### src/verilog/perf_monitor_pkg.sv
`default_nettype none

package perf_monitor_pkg;

  // Register offsets (byte address = 4 * index)
  localparam logic [7:0] frame_loss_count_idx            = 8'h05;
  localparam logic [7:0] pattern_error_count_lo_idx      = 8'h06;
  localparam logic [7:0] pattern_error_count_hi_idx      = 8'h07;
  localparam logic [7:0] line_violation_count_lo_idx     = 8'h08;
  localparam logic [7:0] line_violation_count_hi_idx     = 8'h09;
  localparam logic [7:0] nt_crc_error_count_lo_idx       = 8'h0a;
  localparam logic [7:0] nt_crc_error_count_hi_idx       = 8'h0b;
  localparam logic [7:0] far_block_error_count_lo_idx    = 8'h0c;
  localparam logic [7:0] far_block_error_count_hi_idx    = 8'h0d;
  localparam logic [7:0] nt_far_block_error_count_lo_idx = 8'h0e;
  localparam logic [7:0] nt_far_block_error_count_hi_idx = 8'h0f;
  localparam logic [7:0] update_control_idx              = 8'h10;
  localparam logic [7:0] update_status_idx               = 8'h11;

  // Update control field positions
  localparam int auto_update_enable_bit    = 0;
  localparam int manual_update_request_bit = 1;
  localparam int line_decode_hdb3_bit      = 2;
  localparam logic [7:0] update_control_reset = 8'h00;

  // Counter widths
  localparam int frame_sync_loss_w = 5;
  localparam int wide_count_w      = 16;
  localparam int narrow_count_w    = 10;

  // High byte placement of ten-bit counters
  localparam int narrow_hi_lsb = 4;

  // One second tick
  localparam int clk_freq_hz     = 40_000_000;
  localparam int update_period_s = 1;
  localparam int update_period_cycles = clk_freq_hz * update_period_s;

endpackage

`default_nettype wire

### src/verilog/e1_perf_monitor_counters.sv
// Notes on behaviour
// Five-bit frame sync loss count, bits 4:0
// Sixteen-bit pattern detector error count, two bytes
// AMI mode counts bipolar violations
// HDB3 mode counts HDB3 code violations
// Line violation count MSB at high bit 7
// Ten-bit NT CRC error count, low/high
// Ten-bit high byte: bit9 at 5, bit8 at 4
// Ten-bit far end block error count
// Ten-bit NT far end block error count
// Update bit rising edge refreshes all snapshots
// Auto enable refreshes snapshots every second
// Snapshot copies counter, restarts, loses nothing
`timescale 1ns/100ps
`default_nettype none

module e1_perf_monitor_counters #(
  parameter int UPDATE_PERIOD_CYCLES = perf_monitor_pkg::update_period_cycles
) (
  // Clock and reset
  input  wire logic        core_clk_i,
  input  wire logic        srst_i,
  // APB slave
  input  wire logic        psel_i,
  input  wire logic        penable_i,
  input  wire logic        pwrite_i,
  input  wire logic [11:0] paddr_i,
  input  wire logic [31:0] pwdata_i,
  output var  logic [31:0] prdata_o,
  output var  logic        pready_o,
  output var  logic        pslverr_o,
  // Event pulses from the receive framer, same clock
  input  wire logic        frame_sync_loss_i,
  input  wire logic        pattern_detector_error_i,
  input  wire logic        bipolar_violation_i,
  input  wire logic        hdb3_code_violation_i,
  input  wire logic        nt_crc_error_i,
  input  wire logic        far_block_error_i,
  input  wire logic        nt_far_block_error_i,
  // External one-second strobe level, asynchronous
  input  wire logic        second_strobe_i,
  // Status
  output var  logic        update_pulse_o
);

  ////////////////////////////////////////////////////////////////////////////
  // Declarations

  localparam int TICK_W = $clog2(UPDATE_PERIOD_CYCLES + 1);
  localparam int NW = perf_monitor_pkg::narrow_count_w;
  localparam int WW = perf_monitor_pkg::wide_count_w;
  localparam int FW = perf_monitor_pkg::frame_sync_loss_w;

  logic [7:0]        update_control_reg;
  logic              manual_last_reg;
  logic [TICK_W-1:0] tick_count_reg;
  logic              tick;
  logic              ext_tick;
  logic              snap;
  logic              hdb3_mode;
  logic              line_event;
  logic [15:0]       update_count_reg;
  logic [7:0]        reg_index;
  logic              access;
  logic              wr_en;
  logic              mapped;
  logic [31:0]       rd_data;

  logic [FW-1:0] fsl_snap;
  logic [WW-1:0] pat_snap;
  logic [WW-1:0] line_snap;
  logic [NW-1:0] crc_snap;
  logic [NW-1:0] feb_snap;
  logic [NW-1:0] ntf_snap;

  ////////////////////////////////////////////////////////////////////////////
  // APB decode: byte address is four times the register index

  assign reg_index = paddr_i[9:2];
  assign access    = psel_i & penable_i;
  assign wr_en     = access & pwrite_i & mapped;

  // Control register: auto enable, manual update, line decode mode
  always_ff @(posedge core_clk_i) begin
    if (srst_i) begin
      update_control_reg <= perf_monitor_pkg::update_control_reset;
    end else if (wr_en && reg_index == perf_monitor_pkg::update_control_idx) begin
      update_control_reg <= {5'h00, pwdata_i[2:0]};
    end
  end

  assign hdb3_mode = update_control_reg[perf_monitor_pkg::line_decode_hdb3_bit];

  ////////////////////////////////////////////////////////////////////////////
  // Update triggers

  // Manual request edge history
  always_ff @(posedge core_clk_i) begin
    if (srst_i) begin
      manual_last_reg <= 1'b0;
    end else begin
      manual_last_reg <= update_control_reg[perf_monitor_pkg::manual_update_request_bit];
    end
  end

  // One second timer, runs only while auto update is enabled
  always_ff @(posedge core_clk_i) begin
    if (srst_i) begin
      tick_count_reg <= '0;
    end else if (!update_control_reg[perf_monitor_pkg::auto_update_enable_bit]) begin
      tick_count_reg <= '0;
    end else if (tick) begin
      tick_count_reg <= '0;
    end else begin
      tick_count_reg <= tick_count_reg + TICK_W'(1);
    end
  end

  assign tick = update_control_reg[perf_monitor_pkg::auto_update_enable_bit] &&
                tick_count_reg == TICK_W'(UPDATE_PERIOD_CYCLES - 1);

  // Optional external second strobe, synchronised
  pulse_sync u_second_sync (
    .core_clk_i (core_clk_i),
    .srst_i     (srst_i),
    .async_i    (second_strobe_i),
    .pulse_o    (ext_tick)
  );

  // Group snapshot strobe
  assign snap = (update_control_reg[perf_monitor_pkg::manual_update_request_bit] &
                 ~manual_last_reg)
              | tick
              | (ext_tick & update_control_reg[perf_monitor_pkg::auto_update_enable_bit]);

  // Update counter and status pulse
  always_ff @(posedge core_clk_i) begin
    if (srst_i) begin
      update_count_reg <= 16'h0000;
      update_pulse_o   <= 1'b0;
    end else begin
      update_pulse_o <= snap;
      if (snap) begin
        update_count_reg <= update_count_reg + 16'h0001;
      end
    end
  end

  ////////////////////////////////////////////////////////////////////////////
  // Counters

  // Line violation source follows the decoder mode
  assign line_event = hdb3_mode ? hdb3_code_violation_i
                                : bipolar_violation_i;

  event_counter #(.WIDTH(FW)) u_fsl (
    .core_clk_i   (core_clk_i),
    .srst_i       (srst_i),
    .event_i      (frame_sync_loss_i),
    .snap_i       (snap),
    .count_o      (),
    .snap_value_o (fsl_snap)
  );

  event_counter #(.WIDTH(WW)) u_pat (
    .core_clk_i   (core_clk_i),
    .srst_i       (srst_i),
    .event_i      (pattern_detector_error_i),
    .snap_i       (snap),
    .count_o      (),
    .snap_value_o (pat_snap)
  );

  event_counter #(.WIDTH(WW)) u_line (
    .core_clk_i   (core_clk_i),
    .srst_i       (srst_i),
    .event_i      (line_event),
    .snap_i       (snap),
    .count_o      (),
    .snap_value_o (line_snap)
  );

  event_counter #(.WIDTH(NW)) u_crc (
    .core_clk_i   (core_clk_i),
    .srst_i       (srst_i),
    .event_i      (nt_crc_error_i),
    .snap_i       (snap),
    .count_o      (),
    .snap_value_o (crc_snap)
  );

  event_counter #(.WIDTH(NW)) u_feb (
    .core_clk_i   (core_clk_i),
    .srst_i       (srst_i),
    .event_i      (far_block_error_i),
    .snap_i       (snap),
    .count_o      (),
    .snap_value_o (feb_snap)
  );

  event_counter #(.WIDTH(NW)) u_ntf (
    .core_clk_i   (core_clk_i),
    .srst_i       (srst_i),
    .event_i      (nt_far_block_error_i),
    .snap_i       (snap),
    .count_o      (),
    .snap_value_o (ntf_snap)
  );

  ////////////////////////////////////////////////////////////////////////////
  // Read mux

  // Selects snapshot bytes; reserved bits read as zero
  always_comb begin
    rd_data = 32'h0000_0000;
    mapped  = 1'b1;
    unique case (reg_index)
      perf_monitor_pkg::frame_loss_count_idx:
        rd_data[FW-1:0] = fsl_snap;
      perf_monitor_pkg::pattern_error_count_lo_idx:
        rd_data[7:0] = pat_snap[7:0];
      perf_monitor_pkg::pattern_error_count_hi_idx:
        rd_data[7:0] = pat_snap[15:8];
      perf_monitor_pkg::line_violation_count_lo_idx:
        rd_data[7:0] = line_snap[7:0];
      perf_monitor_pkg::line_violation_count_hi_idx:
        rd_data[7:0] = line_snap[15:8];
      perf_monitor_pkg::nt_crc_error_count_lo_idx:
        rd_data[7:0] = crc_snap[7:0];
      perf_monitor_pkg::nt_crc_error_count_hi_idx:
        rd_data[perf_monitor_pkg::narrow_hi_lsb +: 2] = crc_snap[9:8];
      perf_monitor_pkg::far_block_error_count_lo_idx:
        rd_data[7:0] = feb_snap[7:0];
      perf_monitor_pkg::far_block_error_count_hi_idx:
        rd_data[perf_monitor_pkg::narrow_hi_lsb +: 2] = feb_snap[9:8];
      perf_monitor_pkg::nt_far_block_error_count_lo_idx:
        rd_data[7:0] = ntf_snap[7:0];
      perf_monitor_pkg::nt_far_block_error_count_hi_idx:
        rd_data[perf_monitor_pkg::narrow_hi_lsb +: 2] = ntf_snap[9:8];
      perf_monitor_pkg::update_control_idx:
        rd_data[7:0] = update_control_reg;
      perf_monitor_pkg::update_status_idx:
        rd_data[15:0] = update_count_reg;
      default:
        mapped = 1'b0;
    endcase
    if (paddr_i[11:10] != 2'b00) begin
      mapped = 1'b0;
    end
  end

  // Registered APB answer: ready in the first access cycle, zero wait states
  always_ff @(posedge core_clk_i) begin
    if (srst_i) begin
      prdata_o  <= 32'h0000_0000;
      pready_o  <= 1'b0;
      pslverr_o <= 1'b0;
    end else begin
      pready_o  <= psel_i & ~penable_i;
      pslverr_o <= psel_i & ~penable_i & ~mapped;
      prdata_o  <= (psel_i & ~penable_i & ~pwrite_i & mapped) ? rd_data : 32'h0000_0000;
    end
  end

  ////////////////////////////////////////////////////////////////////////////
  // Assertions

  chk_manual_edge_snap: assert property (@(posedge core_clk_i) disable iff (srst_i)
    $rose(update_control_reg[perf_monitor_pkg::manual_update_request_bit]) |-> snap)
    else $error("Manual update edge did not refresh snapshots");

  chk_auto_off_quiet: assert property (@(posedge core_clk_i) disable iff (srst_i)
    !update_control_reg[perf_monitor_pkg::auto_update_enable_bit] |-> !tick)
    else $error("Timer tick while auto update disabled");

  chk_tick_count_ok: assert property (@(posedge core_clk_i) disable iff (srst_i)
    tick |=> tick_count_reg == '0)
    else $error("Timer did not restart after tick");

  chk_line_hdb3_src: assert property (@(posedge core_clk_i) disable iff (srst_i)
    hdb3_mode |-> line_event == hdb3_code_violation_i)
    else $error("HDB3 mode uses wrong violation source");

  chk_line_ami_src: assert property (@(posedge core_clk_i) disable iff (srst_i)
    !hdb3_mode |-> line_event == bipolar_violation_i)
    else $error("AMI mode uses wrong violation source");

  chk_snap_line_copy: assert property (@(posedge core_clk_i) disable iff (srst_i)
    snap |=> line_snap == $past(u_line.count_reg))
    else $error("Line violation snapshot mismatch");

  chk_snap_restart: assert property (@(posedge core_clk_i) disable iff (srst_i)
    snap && !frame_sync_loss_i |=> u_fsl.count_reg == '0)
    else $error("Counter did not restart on snapshot");

  chk_snap_keep_event: assert property (@(posedge core_clk_i) disable iff (srst_i)
    snap && nt_crc_error_i |=> u_crc.count_reg == NW'(1))
    else $error("Event lost during snapshot");

  chk_hi_byte_place: assert property (@(posedge core_clk_i) disable iff (srst_i)
    reg_index == perf_monitor_pkg::far_block_error_count_hi_idx |->
      rd_data[5:4] == feb_snap[9:8] && rd_data[3:0] == 4'h0)
    else $error("Ten-bit high byte misplaced");

  chk_apb_ready: assert property (@(posedge core_clk_i) disable iff (srst_i)
    psel_i && !penable_i |=> pready_o)
    else $error("APB ready not given after setup");

  chk_pready_one_cycle: assert property (@(posedge core_clk_i) disable iff (srst_i)
    pready_o |=> !pready_o)
    else $error("APB ready stood longer than one cycle");

  chk_unmapped_error: assert property (@(posedge core_clk_i) disable iff (srst_i)
    psel_i && !penable_i && !mapped |=> pslverr_o)
    else $error("Unmapped access gave no error");

  chk_fsl_reserved_zero: assert property (@(posedge core_clk_i) disable iff (srst_i)
    reg_index == perf_monitor_pkg::frame_loss_count_idx |->
      rd_data[31:FW] == '0 && rd_data[FW-1:0] == fsl_snap)
    else $error("Frame loss count misplaced");

  chk_line_hi_msb: assert property (@(posedge core_clk_i) disable iff (srst_i)
    reg_index == perf_monitor_pkg::line_violation_count_hi_idx |->
      rd_data[7:0] == line_snap[15:8])
    else $error("Line violation high byte misplaced");

  chk_tick_bound: assert property (@(posedge core_clk_i) disable iff (srst_i)
    tick_count_reg <= TICK_W'(UPDATE_PERIOD_CYCLES - 1))
    else $error("Second timer ran past its period");

  chk_snap_ntf_copy: assert property (@(posedge core_clk_i) disable iff (srst_i)
    snap |=> ntf_snap == $past(u_ntf.count_reg))
    else $error("NT far end snapshot mismatch");

  chk_update_pulse: assert property (@(posedge core_clk_i) disable iff (srst_i)
    snap |=> update_pulse_o)
    else $error("Update pulse missing after snapshot");

  cov_manual_update: cover property (@(posedge core_clk_i) disable iff (srst_i)
    $rose(update_control_reg[perf_monitor_pkg::manual_update_request_bit]));
  cov_auto_tick: cover property (@(posedge core_clk_i) disable iff (srst_i) tick);
  cov_snap_with_event: cover property (@(posedge core_clk_i) disable iff (srst_i)
    snap && line_event);
  cov_ext_update: cover property (@(posedge core_clk_i) disable iff (srst_i)
    ext_tick && update_control_reg[perf_monitor_pkg::auto_update_enable_bit]);

endmodule

`default_nettype wire

### src/verilog/event_counter.sv
`timescale 1ns/100ps
`default_nettype none

// Saturating event counter that restarts on a snapshot, keeping a coincident event
module event_counter #(
  parameter int WIDTH = 16
) (
  // Clock and reset
  input  wire logic             core_clk_i,
  input  wire logic             srst_i,
  // Event and snapshot
  input  wire logic             event_i,
  input  wire logic             snap_i,
  output var  logic [WIDTH-1:0] count_o,
  output var  logic [WIDTH-1:0] snap_value_o
);

  logic [WIDTH-1:0] count_reg;
  logic             full;

  assign full = &count_reg;
  assign count_o = count_reg;

  // Running count; an event in the snapshot cycle becomes the new first count
  always_ff @(posedge core_clk_i) begin
    if (srst_i) begin
      count_reg <= '0;
    end else if (snap_i) begin
      count_reg <= event_i ? WIDTH'(1) : '0;
    end else if (event_i && !full) begin
      count_reg <= count_reg + WIDTH'(1);
    end
  end

  // Snapshot register
  always_ff @(posedge core_clk_i) begin
    if (srst_i) begin
      snap_value_o <= '0;
    end else if (snap_i) begin
      snap_value_o <= count_reg;
    end
  end

endmodule

`default_nettype wire

### src/verilog/pulse_sync.sv
`timescale 1ns/100ps
`default_nettype none

// Two flip-flop synchroniser followed by a rising edge detector
module pulse_sync (
  // Clock and reset
  input  wire logic core_clk_i,
  input  wire logic srst_i,
  // Asynchronous level in, synchronous pulse out
  input  wire logic async_i,
  output var  logic pulse_o
);

  logic meta_reg;
  logic sync_reg;
  logic last_reg;

  // Synchroniser and edge history
  always_ff @(posedge core_clk_i) begin
    if (srst_i) begin
      meta_reg <= 1'b0;
      sync_reg <= 1'b0;
      last_reg <= 1'b0;
    end else begin
      meta_reg <= async_i;
      sync_reg <= meta_reg;
      last_reg <= sync_reg;
    end
  end

  assign pulse_o = sync_reg & ~last_reg;

endmodule

`default_nettype wire
### config.mk
export PLATFORM = sky130hd
export DESIGN_NAME = e1_perf_monitor_counters
export DESIGN_NICKNAME = d
export VERILOG_FILES = /design/src/verilog/perf_monitor_pkg.sv /design/src/verilog/e1_perf_monitor_counters.sv /design/src/verilog/event_counter.sv /design/src/verilog/pulse_sync.sv
export SDC_FILE = /design/constraint.sdc
export NUM_CORES = 1
export LEC_CHECK = 0
export BUFFER_PORTS_ARGS = -buffer_cell sky130_fd_sc_hd__buf_2
export CORE_ASPECT_RATIO = 0.8
export CORE_UTILIZATION = 30
export DETAILED_ROUTE_END_ITERATION = 6
export GPL_TIMING_DRIVEN = 0
export PLACE_DENSITY = 0.55
export SLEW_MARGIN = 20
export SYNTH_ARGS = -nofsm -noshare
export SYNTH_HDL_FRONTEND = slang
export SYNTH_SLANG_ARGS = --single-unit
### constraint.sdc
create_clock -name core_clk_i -period 3 [get_ports core_clk_i]
set_input_delay 0.45 -clock core_clk_i [delete_from_list [all_inputs] [get_ports core_clk_i]]
set_output_delay 0.45 -clock core_clk_i [all_outputs]
set_load 0.005 [all_outputs]
==> results.toml, run 1 <==
[critical_path]
r2r-start = "tick_count_reg[0]$_SDFF_PP0_"
crit-reg2reg-capture = "u_crc.count_o[9]$_SDFFE_PP0P_"
worstRegToRegCells = 7
critPathLaunchType = "flip-flop"
reg2reg_slack_ns = 0.31
cp-end-kind = "flip-flop"
crit_required_ns = 3.38
cp_max_fo = 10
crit_arrival_ns = 3.07
crit_type = "flip-flop to flip-flop"

[synthesis]
synthTopCellsByArea = "dfxtp_1 (44%), nand2_1 (7.8%), a21oi_1 (5.2%)"
synth.top_cell.area_share_pct = 44.4
avgSynthCellArea_um2 = 8.40
async_flop_share_pct = 0
syn_area_um2 = 9100
ys_seq_area_share_pct = 44.4
yosys.area.top_type = "dfxtp_1"
ys_ff_latch = 202
syn_inst = 1084
ys.flop_type = "dfxtp_1"
ys_types = 66
yosysWarningCount = 0
synth-edff-count = 0

[placed_design]
place_ws_ns = 0.196
dp_hpwl_mm = 18.6
gp_congestion = 0.937
post_dp_cell_area_um2 = 9870
port_buffers = 41
dp_cells = 1546

[sta]
tightest_slew_ns = 0.912
finalWorstSetupSlack_ns = 0.307
fin_tns_setup_ns = 0
rsz0062_at_grt = "no"
min_period_ns = 2.69
skew_ns = 0.00810
maxSlewViolCount = 0
maxSlewHeadroom_pct = 39.2
fin_crit_sh_pct = 89.8
hold_viol = 0
final-setup-viol-count = 0
hold_ws_ns = 0.176
max_freq_mhz = 371

[clock_tree]
clkTransAtPathRegs_ns = 0.06
cts_tree = "done"
cts_buffers = 22
clock_latency_ns = 0.51
cts-htree-levels = 1
postCtsSetupRepairBufs = 0
cts.sinks = 202
clockBufferDepth = 3
root_buffer = "clkbuf_16"

[floorplanning]
dieArea_um2 = 31000
die_h_um = 158
io_pins = 92
core_um2 = 29600
start_util_pct = 30.8
die_w_um = 197
rows = 56

[final_layout]
drive_gt1_share_pct = 11.8
final_cell_mix = "dfxtp_1 (202), nand2_1 (188), nor2_1 (107)"
layoutNonFillerInstCount = 1584
diodes = 0
areaGrowthSynthToFinish_pct = 16.7
nets = 1230
fin_area_um2 = 10600
final_common_cell = "dfxtp_1"
largest_reg_flops = 26

[run_status]
status = "finished clean"

[run]
drv_cap = 0

[power_and_ir_drop]
p_leak_uw = 0.00358
peakVddDrop_mv = 0.387
power.density_nw_per_um2 = 539

[global_route]
grt_max_degree = 14
grt_pass1_wl_mm = 40.7
antenna_found_initial = 0
grt_pass1_vias = 7255
globalRouteOverflowTotal = 0
track_usage_pct = 16.8

[routing]
vias = 7871
drt-vias-per-instance = 4.97
wl_per_cell_um = 16.1
ant_nets = 0
firstDrtPassIters = 5
drc = 0
wl_mm = 25.5
drt_iter0_drc = 554

[worst_hold_path]
min_from = "second_strobe_i"
hp-class = "primary input to flip-flop"
hold_end = "u_second_sync.meta_reg$_SDFF_PP0_"
min_path_cells = 2
## synth_stat cells (2+ instances only)
master      n
xnor2_1    44
a32o_1      2
or2_2       2
or4_1      10
a221oi_1    3
mux2_2      8
xor2_1     23
inv_1      10
a31oi_1    21
nor2_1    107
buf_2      18
a32oi_1     5
nand2b_1    7
nand3_2     2
nor4_2      3
nand4b_1    2
o31ai_1     9
buf_1       3
nor2b_1    11
nand3b_1    9
nor4_1      8
a22oi_1     6
a22o_1      3
buf_4      16
a21oi_1    94
nand3_1    39
and3_1     12
nand4_1    30
a211oi_1    4
nand2_1   188
and4_1     13
dfxtp_1   202
mux2i_1    22
a41oi_1     3
or3_1       7
and2_1     14
clkbuf_1   33
nor3_1     33
nor3b_1     9
o21ai_0    14
nor4_4      2
ha_1        9
## through the flow
stage,power (uW),utilization (%)
6_report,5720,35.9
5_1_grt,5940,35.9
4_1_cts,5800,35.9
3_5_place_dp,2980,33.4
3_3_place_gp,2970,33.4
2_1_floorplan,2900,-
## layout make-up
type,count,area [um^2]
Fill cell,3130,18900
Multi-Input combinational cell,815,4710
Sequential cell,202,4040
Clock buffer,32,669
Tap cell,406,508
Buffer,72,364
Timing Repair Buffer,41,205
Clock inverter,6,80.1
Inverter,10,37.5
## repair_timing
action | in CTS | in global routing
endpoints found under the setup margin | 0 | 12
hold buffers | 0 | 0
resized for setup | 0 | 5
## kinds of logic (layout without fill, tap and decap cells)
kind of cell	count (synthesis)	in the layout	share of synthesized area (%)
buf+inv	82	161	4.39
simple gates	515	515	27.9
compound gates	177	177	11.9
flops	202	202	44.4
fa+ha+maj	9	9	1.24
xor+xnor	67	67	6.45
mux	31	31	3.66
other cells	1	16	0.0412
## worst max-delay path: stages, from the launching register on
cell and delay, ns:
dfxtp_1 0.37, ha_1 0.22, nand3_2 0.18, nor4_4 0.37, a21oi_1 0.15, nand2_1 0.49
clkbuf_1 0.63, nor2_1 0.11
## metal layers
metal  global-route usage (%)  part of all wire, %
met1                     25.0                   52
met2                     24.7                   41
met3                     3.22                  5.9
met4                     3.47                  1.3
met5                        0                    0
## power by group
| group | internal (uW) | switching [uW] | total (uW) |
|---|---|---|---|
| clock | 1710 | 1100 | 2810 |
| combinational | 71.3 | 130 | 201 |
| sequential | 2700 | 19.8 | 2720 |
## worst max-delay path by stage
stage | from | slack (ns) | cells past startpoint | endpoint
2_1_floorplan | tick_count_reg[0]$_SDFF_PP0_ | 1.07 | 7 | update_count_reg[12]$_SDFFE_PP0N_
3_5_place_dp | tick_count_reg[0]$_SDFF_PP0_ | 0.20 | 7 | u_pat.count_o[4]$_SDFFE_PP0P_
5_1_grt | tick_count_reg[0]$_SDFF_PP0_ | 0.05 | 7 | u_line.count_o[1]$_SDFFE_PP0P_
6_report | tick_count_reg[0]$_SDFF_PP0_ | 0.31 | 7 | u_crc.count_o[9]$_SDFFE_PP0P_
4_1_cts | tick_count_reg[0]$_SDFF_PP0_ | 0.19 | 7 | u_pat.count_o[4]$_SDFFE_PP0P_
3_3_place_gp | tick_count_reg[0]$_SDFF_PP0_ | 0.23 | 7 | u_pat.count_o[4]$_SDFFE_PP0P_
No activity file was read; power rests on OpenSTA's default activity.
==> run 2, diff against run 1 <==
--- a/config.mk
+++ b/config.mk
@@ -11,6 +11,7 @@
 export DETAILED_ROUTE_END_ITERATION = 6
 export GPL_TIMING_DRIVEN = 0
 export PLACE_DENSITY = 0.55
+export REMOVE_ABC_BUFFERS = 1
 export SLEW_MARGIN = 20
 export SYNTH_ARGS = -nofsm -noshare
 export SYNTH_HDL_FRONTEND = slang
==> results.toml, run 2 (synthesized netlist as in run 1, its figures left out) <==
[clock_tree]
clockBufferDepth = 3
hold_buffers = 0
ctsResizeCount = 0
clkTransAtPathRegs_ns = 0.06
cts-htree-levels = 1
clock_latency_ns = 0.52
cts.sinks = 202
cts_tree = "done"
root_buffer = "clkbuf_16"
postCtsSetupRepairBufs = 0
cts_buffers = 22

[final_layout]
layoutNonFillerInstCount = 1525
nets = 1169
fin_area_um2 = 10500
final_cell_mix = "dfxtp_1 (202), nand2_1 (187), nor2_1 (107)"
regArea_um2 = 4040
diodes = 0
finalCoreUtilization_pct = 35.5
multiInputGateArea_um2 = 4740
final_common_cell = "dfxtp_1"
drive_gt1_share_pct = 10.5
fill_cells = 3142
areaGrowthSynthToFinish_pct = 15.5
largest_reg_flops = 26

[run_status]
status = "finished clean"

[worst_hold_path]
min_from = "second_strobe_i"
hp-class = "primary input to flip-flop"
min_path_cells = 2

[placed_design]
gp_congestion = 0.817
port_buffers = 44
dp_cells = 1485
place_ws_ns = 0.197
post_dp_cell_area_um2 = 9740
dp_hpwl_mm = 15.7

[power_and_ir_drop]
peakVddDrop_mv = 0.350
p_leak_uw = 0.00348
power.density_nw_per_um2 = 548

[sta]
max_freq_mhz = 423
maxSlewViolCount = 0
rsz0062_at_grt = "no"
fin_crit_sh_pct = 78.9
tightest_slew_ns = 0.871
maxSlewHeadroom_pct = 41.8
skew_ns = 0.0155
hold_viol = 0
min_period_ns = 2.37
final-setup-viol-count = 0
finalWorstSetupSlack_ns = 0.634

[routing]
wl_mm = 22.9
vias = 7538
drc = 0
wl_per_cell_um = 15.0
ant_nets = 0
firstDrtPassIters = 5
drt_iter0_drc = 503
drt-vias-per-instance = 4.94

[critical_path]
cp-startpoint = "tick_count_reg[0]$_SDFF_PP0_"
critPathLaunchType = "flip-flop"
cp_max_fo = 25
crit_path_cell_trace = "ha_1 -> nand3_2 -> nor4_4 -> a21oi_1 -> nand2_1 -> nor2_1"
worstRegToRegCells = 6
crit_required_ns = 3.37
critPathMaxStageDelay_ns = 0.69
cp-end-kind = "flip-flop"
crit_family = "simple AND/OR/NAND/NOR gates"
crit_cells = 6
crit_arrival_ns = 2.73
slowest_stage = "nand2_1"
worst-path-buf-inv = 0
r2r-start = "tick_count_reg[0]$_SDFF_PP0_"
crit_type = "flip-flop to flip-flop"

[global_route]
grt_pass1_wl_mm = 37.5
grt_max_degree = 60
grt_pass1_vias = 6852
globalRouteOverflowTotal = 0
antenna_found_initial = 0
track_usage_pct = 14.9

[floorplanning]
dieArea_um2 = 31000
die_h_um = 158
io_pins = 92
rows = 56
core_um2 = 29600
start_util_pct = 30.8
die_w_um = 197

[run]
drv_cap = 0
## run 2: changes by cell type in the layout (fill, tap and decap cells not counted), sizes merged
| cell | change |
|---|---|
| clkbuf | -38 |
| buf | -27 |
| clkinvlp | +4 |
| clkinv | +1 |
| bufinv | +1 |
## run 2: final cells by class
type,count,area share (%)
multi-input cells,815,45.1
flip-flops and latches,202,38.5
clock buffers,28,5.94
well taps,406,4.83
repair buffers,52,3.88
clock inverters,12,1.38
inverters,10,0.357
## run 2: through the flow
| stage | power (uW) | TNS [ns] | hold slack [ns] |
|---|---|---|---|
| detailed placement | 2950 | 0 | 0.433 |
| finish | 5760 | 0 | 0.165 |
| floorplan | 2850 | -13.90 | 0.414 |
| global placement | 2940 | -232.65 | 0.437 |
| CTS | 5830 | 0 | 0.149 |
| global route | 5980 | 0 | 0.155 |
## run 2: worst paths after layout
| kind | slack, ns | end |
|---|---|---|
| worst max-delay path | 0.63 | tick_count_reg[4]$_SDFF_PP0_ |
| worst min-delay path | 0.17 | u_second_sync.meta_reg$_SDFF_PP0_ |
| worst max register to register | 0.63 | tick_count_reg[4]$_SDFF_PP0_ |
| worst min register to register | 0.45 | u_line.snap_value_o[0]$_SDFFE_PP0N_ |
## run 2: per-layer routing
metal	share of wire (%)	vias to the layer above	global-route usage [%]
met3	4.6	32	2.79
li1	-	3816	-
met5	0	-	0
met1	52	3532	22.3
met4	1.8	0	3.32
met2	41	158	21.6
## run 2: report_power, final
part           total [uW]  switching [uW]  internal, uW  leakage [uW]
Sequential           2720            20.3          2700       0.00163
Clock                2870            1140          1730      0.000370
Combinational         172             113          58.8       0.00148
==> run 3, diff against run 2 <==
--- a/config.mk
+++ b/config.mk
@@ -5,12 +5,13 @@
 export SDC_FILE = /design/constraint.sdc
 export NUM_CORES = 1
 export LEC_CHECK = 0
+export ABC_AREA = 1
 export BUFFER_PORTS_ARGS = -buffer_cell sky130_fd_sc_hd__buf_2
 export CORE_ASPECT_RATIO = 0.8
 export CORE_UTILIZATION = 30
 export DETAILED_ROUTE_END_ITERATION = 6
 export GPL_TIMING_DRIVEN = 0
-export PLACE_DENSITY = 0.55
+export PLACE_DENSITY = 0.57
 export REMOVE_ABC_BUFFERS = 1
 export SLEW_MARGIN = 20
 export SYNTH_ARGS = -nofsm -noshare
==> constraint.sdc (replaced) <==
create_clock -name core_clk_i -period 2 [get_ports core_clk_i]
set_input_delay 0.3 -clock core_clk_i [delete_from_list [all_inputs] [get_ports core_clk_i]]
set_output_delay 0.3 -clock core_clk_i [all_outputs]
set_load 0.005 [all_outputs]
==> results.toml, run 3 <==
[run_status]
status = "finished clean"

[power_and_ir_drop]
p_leak_uw = 0.00428
p_total_uw = 8690
power.density_nw_per_um2 = 772
peakVddDrop_mv = 0.587

[sta]
hold_viol = 0
min_period_ns = 1.90
maxSlewHeadroom_pct = 41.8
skew_ns = 0.0195
fin_tns_setup_ns = 0
max_freq_mhz = 527
rsz0062_at_grt = "yes"
final-setup-viol-count = 0
fin_crit_sh_pct = 94.8
maxSlewViolCount = 0
tightest_slew_ns = 0.872

[routing]
wl_per_cell_um = 14.8
wl_mm = 27.2
ant_nets = 0
drt-vias-per-instance = 4.70
firstDrtPassIters = 5
vias = 8672
drc = 0
drt_iter0_drc = 709

[clock_tree]
cts_buffers = 22
cts-htree-levels = 1
clockBufferDepth = 3
cts.sinks = 202
root_buffer = "clkbuf_16"
clock_latency_ns = 0.52
cts_tree = "done"
clkTransAtPathRegs_ns = 0.06

[final_layout]
finalCoreUtilization_pct = 37.0
final_common_cell = "nand2_1"
layoutNonFillerInstCount = 1844
drive_gt1_share_pct = 13.0
diodes = 0
fin_area_um2 = 11300
nets = 1482
fill_cells = 3210
largest_reg_flops = 26
final_cell_mix = "nand2_1 (293), dfxtp_1 (195), inv_1 (188)"
areaGrowthSynthToFinish_pct = 20.8

[critical_path]
worstRegToRegCells = 13
crit_required_ns = 2.44
slowest_stage = "dfxtp_4"
critPathMaxStageDelay_ns = 0.36
cp-startpoint = "tick_count_reg[0]$_SDFF_PP0_"
crit_family = "simple AND/OR/NAND/NOR gates"
worst-path-buf-inv = 4
crit_path_cell_trace = "ha_4 -> nand2_2 -> nor2_4 -> nand2_2 -> inv_2 -> nand3_4 -> buf_8 -> nand2_8 -> nor2_4 -> buf_8 -> buf_6 -> o21ai_0 -> a21oi_1"
critPathLaunchType = "flip-flop"
crit_type = "flip-flop to flip-flop"
crit_arrival_ns = 2.33
reg2reg_slack_ns = 0.10
cp_max_fo = 11
r2r-start = "tick_count_reg[0]$_SDFF_PP0_"
cp-end-kind = "flip-flop"
crit-reg2reg-capture = "u_line.count_o[6]$_SDFFE_PP0P_"

[synthesis]
ys_types = 39
synth.top_cell.area_share_pct = 43.4
ys_ff_latch = 202
yosys.area.top_type = "dfxtp_1"
ys.flop_type = "dfxtp_1"
synthTopCellsByArea = "dfxtp_1 (43%), nand2_1 (12%), inv_1 (7.8%)"
avgSynthCellArea_um2 = 6.97
synth_commonest_cells = "nand2_1 (299), dfxtp_1 (202), inv_1 (194)"
synth-edff-count = 0
yosysMostFrequentCell = "nand2_1"
ys_seq_area_share_pct = 43.4
yosysWarningCount = 0
syn_inst = 1337
async_flop_share_pct = 0
syn_area_um2 = 9320

[floorplanning]
io_pins = 92
die_h_um = 160
die_w_um = 199
rows = 57
core_um2 = 30500
start_util_pct = 30.6
dieArea_um2 = 31800

[placed_design]
dp_hpwl_mm = 18.1
port_buffers = 44
post_dp_cell_area_um2 = 9860
dp_cells = 1763
gp_congestion = 0.885

[worst_hold_path]
min_from = "pattern_detector_error_i"
min_path_cells = 3
hold_end = "u_pat.count_o[0]$_SDFFE_PP0P_"
hp-class = "primary input to flip-flop"

[global_route]
antenna_found_initial = 0
grt_max_degree = 61
track_usage_pct = 16.2
globalRouteOverflowTotal = 0
grt_pass1_wl_mm = 41.2
grt_pass1_vias = 7686

[run]
drv_cap = 0
==> run 3: kinds of logic (layout without fill, tap and decap cells) <==
group	count (synthesis)	after routing	synth area share, %
fa+ha+maj	9	9	1.21
buf+inv	250	326	11.3
flops	202	202	43.4
xor+xnor	21	21	1.97
compound gates	195	195	12.2
other cells	1	16	0.0402
simple gates	659	662	30.0
==> run 3: how the worst max path moves through the flow <==
stage / depth (start not counted) / endpoint / slack, ns
finish: 13 / u_line.count_o[6]$_SDFFE_PP0P_ / 0.10
global route: 11 / u_ntf.count_o[7]$_SDFFE_PP0P_ / -0.01
CTS: 11 / u_fsl.snap_value_o[1]$_SDFFE_PP0N_ / 0.006
detailed placement: 11 / u_line.snap_value_o[11]$_SDFFE_PP0N_ / -1.10
global placement: 10 / u_ntf.count_o[8]$_SDFFE_PP0P_ / -2.34
floorplan: 10 / u_ntf.count_o[8]$_SDFFE_PP0P_ / -0.83
==> run 3: stage by stage <==
step	hold slack (ns)	setup slack, ns
after floorplan	0.369	-0.831
after global placement	0.403	-2.34
after detailed placement	0.404	-1.10
after CTS	0.00216	0.00604
after global routing	0.0286	-0.0109
final	0.0242	0.104
==> run 3: cell type report <==
cell class              count  area [um^2]  share of cell area, %
repair buffers             82          679                   6.04
well taps                 413          517                   4.59
flip-flops and latches    202         4060                   36.0
inverters                 202          808                   7.18
multi-input cells         903         4410                   39.1
repair inverters            3         36.3                  0.322
clock inverters             6         88.8                  0.789
clock buffers              33          663                   5.89
==> run 3: power by group <==
group | internal [uW] | switching (uW)
clock network | 2550 | 1700
logic | 134 | 230
registers | 4050 | 25.3
total | 6730 | 1950
==> run 3: per-layer routing <==
metal	global-route usage [%]	routed length (um)	vias to the layer above	part of all wire [%]
li1	-	-	4430	-
met1	24.6	13700	3997	50
met2	23.8	11400	209	42
met4	3.43	489	0	1.8
met3	2.56	1620	36	6.0
met5	0	0	-	0
==> run 3: timing repair <==
| item | 4_1_cts | 5_1_grt |
|---|---|---|
| hold buffers | 2 | 0 |
| endpoints found under the hold margin | 2 | 0 |
| pin swaps | 3 | 7 |
| setup endpoints to repair | 171 | 143 |
| buffers inserted | 11 | 18 |
| resized for setup | 24 | 30 |
| gates cloned | 2 | 9 |
==> run 3: tightest hold or removal path: cells and delay by family <==
| family | cells | cell delay, ns |
|---|---|---|
| buffers and inverters | 1 | 0.11 |
| AND/OR/NAND/NOR | 2 | 0.10 |
